## src/design/rfc_pkg.sv

```systemverilog
`default_nettype none
package rfc_pkg;
    // ----------------------------------------------------------------
    // frame constants
    // ----------------------------------------------------------------
    localparam logic [15:0] PREAMBLE = 16'ha1ec;
    localparam logic [7:0] FORMAT_REV = 8'h03;
    localparam logic [7:0] CMD_READ = 8'h03;
    localparam logic [7:0] CMD_WRITE = 8'h04;
    localparam logic [5:0] OFS_PRE = 6'h00;
    localparam logic [5:0] OFS_REV = 6'h02;
    localparam logic [5:0] OFS_CMD = 6'h03;
    localparam logic [5:0] OFS_STATUS = 6'h05;
    localparam logic [5:0] OFS_FLAGS = 6'h06;
    localparam logic [5:0] OFS_LEN = 6'h08;
    localparam logic [5:0] OFS_ADDR = 6'h0c;
    localparam logic [5:0] OFS_DCRC = 6'h3a;
    localparam logic [5:0] OFS_HCRC = 6'h3e;
    localparam logic [5:0] HCRC_FIRST = 6'h02;
    localparam logic [5:0] HCRC_LAST = 6'h3d;
    localparam logic [5:0] HDR_LAST = 6'h3f;
    localparam int FLAG_SKIP_DCRC = 0;
    localparam logic [15:0] CRC16_POLY = 16'h1021;
    localparam logic [15:0] CRC16_INIT = 16'h0000;
    localparam logic [31:0] CRC32_POLY = 32'h04c11db7;
    // start value kept exactly as specified: seven f digits
    localparam logic [31:0] CRC32_INIT = 32'h0fffffff;
    localparam logic [7:0] RES_OK = 8'h00;
    localparam logic [7:0] RES_FAIL = 8'h01;

    // ----------------------------------------------------------------
    // carriers
    // ----------------------------------------------------------------
    typedef struct packed {
        logic [7:0] cmd;
        logic [15:0] flags;
        logic [31:0] len;
        logic [15:0] addr;
        logic [31:0] dcrc;
        logic [15:0] hcrc;
    } rfc_hdr_t;

    typedef struct packed {
        logic wr;
        logic rd;
        logic [15:0] addr;
        logic [15:0] wdata;
    } rfc_reg_req_t;

    // ----------------------------------------------------------------
    // bytewise crc, msb first, no reflection, no final xor
    // ----------------------------------------------------------------
    function automatic logic [15:0] crc16_byte(input logic [15:0] c, input logic [7:0] b);
        logic [15:0] r;
        r = c ^ {b, 8'h00};
        for (int i = 0; i < 8; i++) begin
            r = r[15] ? ((r << 1) ^ CRC16_POLY) : (r << 1);
        end
        return r;
    endfunction

    function automatic logic [31:0] crc32_byte(input logic [31:0] c, input logic [7:0] b);
        logic [31:0] r;
        r = c ^ {b, 24'h000000};
        for (int i = 0; i < 8; i++) begin
            r = r[31] ? ((r << 1) ^ CRC32_POLY) : (r << 1);
        end
        return r;
    endfunction
endpackage
`default_nettype wire

```

## src/design/rfc_frame_codec.sv

```systemverilog
`default_nettype none
module rfc_frame_codec #(
    parameter int DEPTH = 64
) (
    input wire logic clk,
    input wire logic rst,
    input wire logic rx_valid,
    input wire logic [7:0] rx_data,
    output logic rx_ready,
    output logic tx_valid,
    output logic [7:0] tx_data,
    output logic tx_last,
    input wire logic tx_ready,
    output rfc_pkg::rfc_reg_req_t reg_req,
    input wire logic [15:0] reg_rdata,
    output logic done,
    output logic [7:0] done_status
);
    localparam int AW = $clog2(DEPTH);
    localparam logic [31:0] MAX_BYTES = 32'(2 * DEPTH);
    localparam logic [AW:0] DEPTH_W = (AW + 1)'(DEPTH);

    typedef enum logic [3:0] {
        S_RX_HDR = 4'h0, S_CHECK = 4'h1, S_RX_DATA = 4'h2, S_VERIFY = 4'h3,
        S_COMMIT = 4'h4, S_FETCH = 4'h5, S_TX_HDR = 4'h6, S_TX_DATA = 4'h7,
        S_TX_END = 4'h8, S_DONE = 4'h9
    } rfc_state_t;

    rfc_state_t st_q;
    rfc_pkg::rfc_hdr_t hdr_q;
    rfc_pkg::rfc_reg_req_t reg_q;
    logic [5:0] pos_q, txpos_q;
    logic [15:0] pre_q, c16_q;
    logic [7:0] rev_q, hi_q, status_q, tx_data_q, hdr_byte;
    logic [31:0] c32_q, cnt_q, rlen, rcrc;
    logic [AW:0] idx_q, nwords;
    logic [1:0] ph_q;
    logic par_q, ok_q, txhdr_q, tx_valid_q, tx_last_q, rx_ready_q, done_q;
    logic rx_fire, can_load, len_ok, hdr_good, buf_we;
    logic [15:0] buf_wdata, buf_rdata;

    assign rx_ready = rx_ready_q;
    assign tx_valid = tx_valid_q;
    assign tx_data = tx_data_q;
    assign tx_last = tx_last_q;
    assign reg_req = reg_q;
    assign done = done_q;
    assign done_status = status_q;

    assign rx_fire = rx_valid && rx_ready_q;
    assign can_load = !tx_valid_q || tx_ready;
    assign nwords = hdr_q.len[AW+1:1];
    assign len_ok = !hdr_q.len[0] && (hdr_q.len != 32'h0) && (hdr_q.len <= MAX_BYTES);
    assign hdr_good = (pre_q == rfc_pkg::PREAMBLE) && (rev_q == rfc_pkg::FORMAT_REV)
        && (c16_q == hdr_q.hcrc);
    assign rlen = ok_q ? hdr_q.len : 32'h0;
    assign rcrc = ok_q ? c32_q : 32'h0;

    // ----------------------------------------------------------------
    // word buffer: write payload staged until its crc is known
    // ----------------------------------------------------------------
    // staging means a frame with a bad payload crc reaches a register only when its FLAG_SKIP_DCRC flag bit is set
    assign buf_we = (st_q == S_RX_DATA && rx_fire && par_q && idx_q < DEPTH_W)
        || (st_q == S_FETCH && ph_q == 2'h2);
    assign buf_wdata = (st_q == S_FETCH) ? reg_rdata : {hi_q, rx_data};

    rfc_word_buf #(.W(16), .DEPTH(DEPTH), .AW(AW)) u_buf (
        .clk(clk),
        .rst(rst),
        .we(buf_we),
        .waddr(idx_q[AW-1:0]),
        .wdata(buf_wdata),
        .raddr(idx_q[AW-1:0]),
        .rdata(buf_rdata)
    );

    // ----------------------------------------------------------------
    // response header byte by position
    // ----------------------------------------------------------------
    always_comb begin
        case (pos_q)
            rfc_pkg::OFS_PRE: hdr_byte = rfc_pkg::PREAMBLE[15:8];
            rfc_pkg::OFS_PRE + 6'h1: hdr_byte = rfc_pkg::PREAMBLE[7:0];
            rfc_pkg::OFS_REV: hdr_byte = rfc_pkg::FORMAT_REV;
            rfc_pkg::OFS_CMD: hdr_byte = rfc_pkg::CMD_READ;
            rfc_pkg::OFS_STATUS: hdr_byte = status_q;
            rfc_pkg::OFS_LEN: hdr_byte = rlen[31:24];
            rfc_pkg::OFS_LEN + 6'h1: hdr_byte = rlen[23:16];
            rfc_pkg::OFS_LEN + 6'h2: hdr_byte = rlen[15:8];
            rfc_pkg::OFS_LEN + 6'h3: hdr_byte = rlen[7:0];
            rfc_pkg::OFS_ADDR: hdr_byte = hdr_q.addr[15:8];
            rfc_pkg::OFS_ADDR + 6'h1: hdr_byte = hdr_q.addr[7:0];
            rfc_pkg::OFS_DCRC: hdr_byte = rcrc[31:24];
            rfc_pkg::OFS_DCRC + 6'h1: hdr_byte = rcrc[23:16];
            rfc_pkg::OFS_DCRC + 6'h2: hdr_byte = rcrc[15:8];
            rfc_pkg::OFS_DCRC + 6'h3: hdr_byte = rcrc[7:0];
            rfc_pkg::OFS_HCRC: hdr_byte = c16_q[15:8];
            rfc_pkg::OFS_HCRC + 6'h1: hdr_byte = c16_q[7:0];
            default: hdr_byte = 8'h00;
        endcase
    end

    // ----------------------------------------------------------------
    // received header capture
    // ----------------------------------------------------------------
    always_ff @(posedge clk or posedge rst) begin
        if (rst) begin
            hdr_q <= '0;
            pre_q <= 16'h0000;
            rev_q <= 8'h00;
        end else if (st_q == S_RX_HDR && rx_fire) begin
            case (pos_q)
                rfc_pkg::OFS_PRE, rfc_pkg::OFS_PRE + 6'h1: pre_q <= {pre_q[7:0], rx_data};
                rfc_pkg::OFS_REV: rev_q <= rx_data;
                rfc_pkg::OFS_CMD: hdr_q.cmd <= rx_data;
                rfc_pkg::OFS_FLAGS, rfc_pkg::OFS_FLAGS + 6'h1: begin
                    hdr_q.flags <= {hdr_q.flags[7:0], rx_data};
                end
                rfc_pkg::OFS_LEN, rfc_pkg::OFS_LEN + 6'h1,
                rfc_pkg::OFS_LEN + 6'h2, rfc_pkg::OFS_LEN + 6'h3: begin
                    hdr_q.len <= {hdr_q.len[23:0], rx_data};
                end
                rfc_pkg::OFS_ADDR, rfc_pkg::OFS_ADDR + 6'h1: begin
                    hdr_q.addr <= {hdr_q.addr[7:0], rx_data};
                end
                rfc_pkg::OFS_DCRC, rfc_pkg::OFS_DCRC + 6'h1,
                rfc_pkg::OFS_DCRC + 6'h2, rfc_pkg::OFS_DCRC + 6'h3: begin
                    hdr_q.dcrc <= {hdr_q.dcrc[23:0], rx_data};
                end
                rfc_pkg::OFS_HCRC, rfc_pkg::OFS_HCRC + 6'h1: begin
                    hdr_q.hcrc <= {hdr_q.hcrc[7:0], rx_data};
                end
                default: ;
            endcase
        end
    end

    // ----------------------------------------------------------------
    // frame sequencer
    // ----------------------------------------------------------------
    always_ff @(posedge clk or posedge rst) begin
        if (rst) begin
            st_q <= S_RX_HDR;
            pos_q <= 6'h00;
            txpos_q <= 6'h00;
            c16_q <= rfc_pkg::CRC16_INIT;
            c32_q <= rfc_pkg::CRC32_INIT;
            cnt_q <= 32'h0;
            hi_q <= 8'h00;
            idx_q <= '0;
            ph_q <= 2'h0;
            par_q <= 1'b0;
            ok_q <= 1'b0;
            status_q <= rfc_pkg::RES_OK;
            txhdr_q <= 1'b0;
            tx_valid_q <= 1'b0;
            tx_data_q <= 8'h00;
            tx_last_q <= 1'b0;
            rx_ready_q <= 1'b0;
            reg_q <= '0;
            done_q <= 1'b0;
        end else begin
            reg_q.wr <= 1'b0;
            reg_q.rd <= 1'b0;
            done_q <= 1'b0;
            if (tx_valid_q && tx_ready) begin
                tx_valid_q <= 1'b0;
                tx_last_q <= 1'b0;
            end
            case (st_q)
                S_RX_HDR: begin
                    rx_ready_q <= 1'b1;
                    if (rx_fire) begin
                        pos_q <= pos_q + 6'h1;
                        if (pos_q == rfc_pkg::OFS_PRE) begin
                            c16_q <= rfc_pkg::CRC16_INIT;
                            c32_q <= rfc_pkg::CRC32_INIT;
                        end
                        if (pos_q >= rfc_pkg::HCRC_FIRST && pos_q <= rfc_pkg::HCRC_LAST) begin
                            c16_q <= rfc_pkg::crc16_byte(c16_q, rx_data);
                        end
                        if (pos_q == rfc_pkg::HDR_LAST) begin
                            rx_ready_q <= 1'b0;
                            st_q <= S_CHECK;
                        end
                    end
                end
                S_CHECK: begin
                    pos_q <= 6'h00;
                    idx_q <= '0;
                    ph_q <= 2'h0;
                    par_q <= 1'b0;
                    ok_q <= 1'b0;
                    cnt_q <= hdr_q.len;
                    c16_q <= rfc_pkg::CRC16_INIT;
                    status_q <= rfc_pkg::RES_FAIL;
                    if (!hdr_good) begin
                        // a read still gets an answer; anything else only flags done
                        st_q <= (hdr_q.cmd == rfc_pkg::CMD_READ) ? S_TX_HDR : S_DONE;
                    end else if (hdr_q.cmd == rfc_pkg::CMD_WRITE) begin
                        st_q <= (hdr_q.len == 32'h0) ? S_VERIFY : S_RX_DATA;
                        rx_ready_q <= (hdr_q.len != 32'h0);
                    end else if (hdr_q.cmd == rfc_pkg::CMD_READ) begin
                        st_q <= len_ok ? S_FETCH : S_TX_HDR;
                    end else begin
                        st_q <= S_DONE;
                    end
                end
                S_RX_DATA: begin
                    // the whole declared payload is drained even when too long to keep
                    if (rx_fire) begin
                        c32_q <= rfc_pkg::crc32_byte(c32_q, rx_data);
                        par_q <= ~par_q;
                        if (!par_q) begin
                            hi_q <= rx_data;
                        end else if (idx_q < DEPTH_W) begin
                            idx_q <= idx_q + 1'b1;
                        end
                        cnt_q <= cnt_q - 32'h1;
                        if (cnt_q == 32'h1) begin
                            rx_ready_q <= 1'b0;
                            st_q <= S_VERIFY;
                        end
                    end
                end
                S_VERIFY: begin
                    idx_q <= '0;
                    ph_q <= 2'h0;
                    if (len_ok && (hdr_q.flags[rfc_pkg::FLAG_SKIP_DCRC]
                        || c32_q == hdr_q.dcrc)) begin
                        st_q <= S_COMMIT;
                    end else begin
                        st_q <= S_DONE;
                    end
                end
                S_COMMIT: begin
                    if (ph_q == 2'h0) begin
                        ph_q <= 2'h1;
                    end else begin
                        reg_q.wr <= 1'b1;
                        reg_q.addr <= hdr_q.addr + 16'(idx_q);
                        reg_q.wdata <= buf_rdata;
                        idx_q <= idx_q + 1'b1;
                        ph_q <= 2'h0;
                        if (idx_q + 1'b1 == nwords) begin
                            status_q <= rfc_pkg::RES_OK;
                            st_q <= S_DONE;
                        end
                    end
                end
                S_FETCH: begin
                    if (ph_q == 2'h0) begin
                        reg_q.rd <= 1'b1;
                        reg_q.addr <= hdr_q.addr + 16'(idx_q);
                        ph_q <= 2'h1;
                    end else if (ph_q == 2'h1) begin
                        ph_q <= 2'h2;
                    end else begin
                        c32_q <= rfc_pkg::crc32_byte(rfc_pkg::crc32_byte(c32_q,
                            reg_rdata[15:8]), reg_rdata[7:0]);
                        ph_q <= 2'h0;
                        if (idx_q + 1'b1 == nwords) begin
                            idx_q <= '0;
                            ok_q <= 1'b1;
                            status_q <= rfc_pkg::RES_OK;
                            st_q <= S_TX_HDR;
                        end else begin
                            idx_q <= idx_q + 1'b1;
                        end
                    end
                end
                S_TX_HDR: begin
                    if (can_load) begin
                        tx_data_q <= hdr_byte;
                        tx_valid_q <= 1'b1;
                        txpos_q <= pos_q;
                        txhdr_q <= 1'b1;
                        pos_q <= pos_q + 6'h1;
                        if (pos_q >= rfc_pkg::HCRC_FIRST && pos_q <= rfc_pkg::HCRC_LAST) begin
                            c16_q <= rfc_pkg::crc16_byte(c16_q, hdr_byte);
                        end
                        if (pos_q == rfc_pkg::HDR_LAST) begin
                            ph_q <= 2'h0;
                            tx_last_q <= !ok_q;
                            st_q <= ok_q ? S_TX_DATA : S_TX_END;
                        end
                    end
                end
                S_TX_DATA: begin
                    // one idle phase per word lets the buffer read settle
                    if (ph_q == 2'h0) begin
                        ph_q <= 2'h1;
                    end else if (can_load) begin
                        tx_valid_q <= 1'b1;
                        txhdr_q <= 1'b0;
                        if (ph_q == 2'h1) begin
                            tx_data_q <= buf_rdata[15:8];
                            ph_q <= 2'h2;
                        end else begin
                            tx_data_q <= buf_rdata[7:0];
                            ph_q <= 2'h0;
                            idx_q <= idx_q + 1'b1;
                            if (idx_q + 1'b1 == nwords) begin
                                tx_last_q <= 1'b1;
                                st_q <= S_TX_END;
                            end
                        end
                    end
                end
                S_TX_END: begin
                    if (can_load) begin
                        st_q <= S_DONE;
                    end
                end
                S_DONE: begin
                    done_q <= 1'b1;
                    pos_q <= 6'h00;
                    st_q <= S_RX_HDR;
                end
                default: st_q <= S_RX_HDR;
            endcase
        end
    end
endmodule
`default_nettype wire

```

## src/design/rfc_word_buf.sv

```systemverilog
`default_nettype none
module rfc_word_buf #(
    parameter int W = 16,
    parameter int DEPTH = 64,
    parameter int AW = 6
) (
    input wire logic clk,
    input wire logic rst,
    input wire logic we,
    input wire logic [AW-1:0] waddr,
    input wire logic [W-1:0] wdata,
    input wire logic [AW-1:0] raddr,
    output logic [W-1:0] rdata
);
    logic [W-1:0] mem [DEPTH];

    always_ff @(posedge clk) begin
        if (we) begin
            mem[waddr] <= wdata;
        end
    end

    always_ff @(posedge clk or posedge rst) begin
        if (rst) begin
            rdata <= '0;
        end else begin
            rdata <= mem[raddr];
        end
    end
endmodule
`default_nettype wire

```

## config.mk

```make
export PLATFORM = sky130hd
export DESIGN_NAME = rfc_frame_codec
export DESIGN_NICKNAME = d
export VERILOG_FILES = /design/src/design/rfc_pkg.sv /design/src/design/rfc_frame_codec.sv /design/src/design/rfc_word_buf.sv
export SDC_FILE = /design/constraint.sdc
export NUM_CORES = 2
export LEC_CHECK = 0
export BUFFER_PORTS_ARGS = -buffer_cell sky130_fd_sc_hd__buf_2
export CAP_MARGIN = 25
export CELL_PAD_IN_SITES_DETAIL_PLACEMENT = 2
export CELL_PAD_IN_SITES_GLOBAL_PLACEMENT = 2
export CORE_ASPECT_RATIO = 1.25
export CORE_MARGIN = 2
export CORE_UTILIZATION = 40
export CTS_BUF_LIST = sky130_fd_sc_hd__clkbuf_4
export DETAILED_ROUTE_END_ITERATION = 16
export GPL_ROUTABILITY_DRIVEN = 0
export GPL_TIMING_DRIVEN = 0
export PLACE_DENSITY = 0.71
export SLEW_MARGIN = 20
export SYNTH_ARGS = -nofsm -noshare
export SYNTH_HDL_FRONTEND = slang
export SYNTH_SLANG_ARGS = --single-unit
```

## constraint.sdc

```tcl
create_clock -name clk -period 10.04 [get_ports clk]
set_input_delay 2.008 -clock clk [delete_from_list [all_inputs] [get_ports clk]]
set_output_delay 2.008 -clock clk [all_outputs]
set_load 0.005 [all_outputs]
```

==> results.yml <==
pwr:
  clockPowerShare_pct: 44.6
  power.internal_w: 0.00856
  p_comb_share_pct: 4.2
  p_leak_nw: 22.2
  power_frac_seq_pct: 51.2
  vdd_ir_drop_max_mv: 0.144
  p_sw_share_pct: 25.4
  powerDensity_nw_per_um2: 177
  p_sw_w: 0.00291
layout:
  area_growth_pct: 16.8
  drive_gt1_share_pct: 24.8
  fin_cells: 6512
  final_nets: 4431
  multi_input_area_um2: 16500
  regArea_um2: 38300
  layout_common_cells: "edfxtp_1, clkbuf_4, a22oi_1, dfrtp_1, nand2_1"
  fill_cells: 13300
  layout_commonest_cell: "edfxtp_1"
timing:
  worst_slack_ps: 3980
  setup_viol: 0
  rsz0062_at_grt: "false"
  final_hold_viol_count: 0
  slew_violations: 0
  period_needed_ps: 6060
  fin_skew_ps: 134
  period_share_pct: 60.4
  slew_headroom_pct: 15.5
  worstMarginPinSlew_ps: 1260
  fmaxAchievable_ghz: 0.165
  timing.setup.tns_ps: 0
detailed_routing:
  drt_pre_antenna_iters: 5
  num_vias: 42500
  ant_nets: 0
  routed_wl_mm: 272
  drt_iter0_drc: 5831
  viasPerCell: 6.53
  drc: 0
  wl_per_cell_um: 41.8
global_routing:
  antenna_found_initial: 21
  grt_pass1_vias: 44800
  track_usage_pct: 38.4
  grt_max_degree: 65
  grt_pass1_wl_mm: 370
  grt_overflow: 0
setup_path:
  timing.rr.end: "u_buf.mem[52][3]"
  cpMostUsedCell: "clkbuf_1"
  path_cells: "clkbuf_1, nor3b_1, clkbuf_2, clkbuf_1, clkbuf_1, nand2_1, nor2_2, buf_6"
  worstSetupStartpoint: "idx_q[2]"
  critPathSlowestCell: "clkbuf_1"
  r2r_setup_slack_ps: 3980
  cp-end-kind: "flop"
  cpPeakStageDelay_ps: 940
  timing.rr.start: "idx_q[2]"
  crit_end: "u_buf.mem[52][3]"
  cp.required_ps: 11070
  worstSetupPathType: "flop to flop"
  reg2regPathDepth: 8
  startpoint_type: "flop"
  cp_data_arrival_time_ps: 7090
  cp_max_fo: 10
logic_synthesis:
  synth_cells: 3861
  yosys.area.top_type: "edfxtp_1"
  netlist_area_um2: 55400
  synthArstFlopShare_pct: 22.7
  yosys_warnings: 0
  synth-edff-count: 1024
  synth_top_area_share_pct: 55.5
  ys.flop_type: "edfxtp_1"
  avgSynthCellArea_um2: 14.3
  synth.ff_latch_count: 1325
  yosysUniqueCellTypes: 89
  seq_area_frac_synth_pct: 69.2
  yosys-top-cells-area: "edfxtp_1, dfrtp_1, a22oi_1"
outcome:
  status: "finished, final reports clean"
worst_hold_path:
  hp-class: "flop to flop"
placed_design:
  port_buffers: 74
  dp.cells: 5872
  hpwl_mm: 179
  post-place-ws_ps: 4260
floorplan:
  dieArea_um2: 141000
  die_y_um: 420
  io_pins: 82
  design.core.area_um2: 137000
  initial_core_util_pct: 40.3
  die_width_um: 337
  rows: 152
flow_run:
  maxCapViolCount: 0
clocking:
  insertion_delay_ps: 1430
  cts-root-buf: "clkbuf_4"
  cts_sinks: 1325
  clock_path_buffers: 4
  path_clk_slew_ps: 70
  cts_hold_buf: 0
  cts_buffers: 358
  postCtsSetupBuffers: 0
  cts_resized: 0
  cts_tree: "built"
  htreeDepth: 5
-- flip-flops by register name, indices dropped and copies added, names as in the netlist, 16 cells and up --
register and cells:
c16_q 16, c32_q 32, cnt_q 32, hdr_q 105, pre_q 16, reg_req 34, u_buf.mem 1024, u_buf.rdata 16
-- per-layer routing --
| layer | vias up | track usage (%) | wire length (µm) |
|---|---|---|---|
| met2 | 3175 | 61.6 | 128000 |
| met3 | 1047 | 9.71 | 26500 |
| met5 | - | 0 | 49 |
| met1 | 22000 | 43.0 | 91500 |
| met4 | 8 | 32.0 | 26200 |
| li1 | 16300 | - | - |
-- cell type report --
type / instances / share of cell area [%]
flip-flops and latches: 1325 / 59.2
multi-input cells: 2234 / 25.4
repair buffers: 160 / 2.76
well taps: 1848 / 3.57
diodes: 12 / 0.0464
clock buffers: 537 / 6.23
inverters: 29 / 0.174
clock inverters: 88 / 0.667
plain buffers: 279 / 1.88
-- power by group through the flow --
| stage | Clock, W | Combinational (W) | Sequential (W) |
|---|---|---|---|
| 2_1_floorplan | 0 | 0.000310 | 0.00599 |
| 3_3_place_gp | 0 | 0.000444 | 0.00600 |
| 3_5_place_dp | 0 | 0.000474 | 0.00599 |
| 4_1_cts | 0.00512 | 0.000477 | 0.00587 |
| 5_1_grt | 0.00537 | 0.000498 | 0.00587 |
| 6_report | 0.00512 | 0.000480 | 0.00587 |
-- worst max-delay path, delay by kind of cell, from the launching register on --
kind                   cells  cell delay, ps
DFF                        1             390
and+or+nand+nor            3            2170
buffers and inverters      5            3130
-- synthesized netlist by cell type, drive strengths merged (7+ instances only) --
cell and number:
edfxtp 1024, a22oi 322, dfrtp 273, nand2 223, xnor2 222, clkbuf 214
nor2 196, mux2 146, a21oi 136, a221oi 121, a31oi 119, a22o 111
o21ai 106, xor2 93, buf 65, nor4 52, nand3 44, nand4 44
nor3 43, dfstp 28, inv 27, nor2b 17, and3 15, ha 15
a21o 11, o31ai 11, a211oi 10, nand2b 10, nor3b 9, or3 9
and2 8, nand3b 8, o41ai 7
-- how the worst min path moves through the flow --
stage                   to            from  slack, ps  cells past startpoint
2_1_floorplan   reg_req[0]  u_buf.rdata[0]        430                      2
3_3_place_gp    reg_req[5]  u_buf.rdata[5]        450                      2
3_5_place_dp   reg_req[16]     reg_req[16]        460                      2
4_1_cts         reg_req[3]  u_buf.rdata[3]        450                      2
5_1_grt         reg_req[3]  u_buf.rdata[3]        500                      2
6_report       reg_req[17]     reg_req[17]        470                      2
-- metrics by stage --
step	instance area, µm²	total power, W	util, %	hold WS [ps]
final	64700	0.0115	47.1	467
after global routing	64700	0.0117	47.1	497
after CTS	64600	0.0115	47.1	448
after detailed placement	60100	0.00647	43.8	456
after global placement	58100	0.00644	42.3	451
after floorplan	55400	0.00630	-	431
-- cell families (layout without fill, tap and decap cells) --
| kind of cell | count (synthesis) | in the layout | share of synthesized area [%] |
|---|---|---|---|
| AOI/OAI and AO/OA | 1027 | 1027 | 13.3 |
| xor gates and xnor gates | 319 | 319 | 5.70 |
| adders and majority gates | 16 | 16 | 0.375 |
| buffers and inverters | 308 | 1093 | 2.18 |
| DFF | 1325 | 1325 | 69.2 |
| muxes | 150 | 150 | 3.04 |
| other | 1 | 19 | 0.00677 |
| and+or+nand+nor | 715 | 715 | 6.23 |
Power figures use the tool's default switching activity.
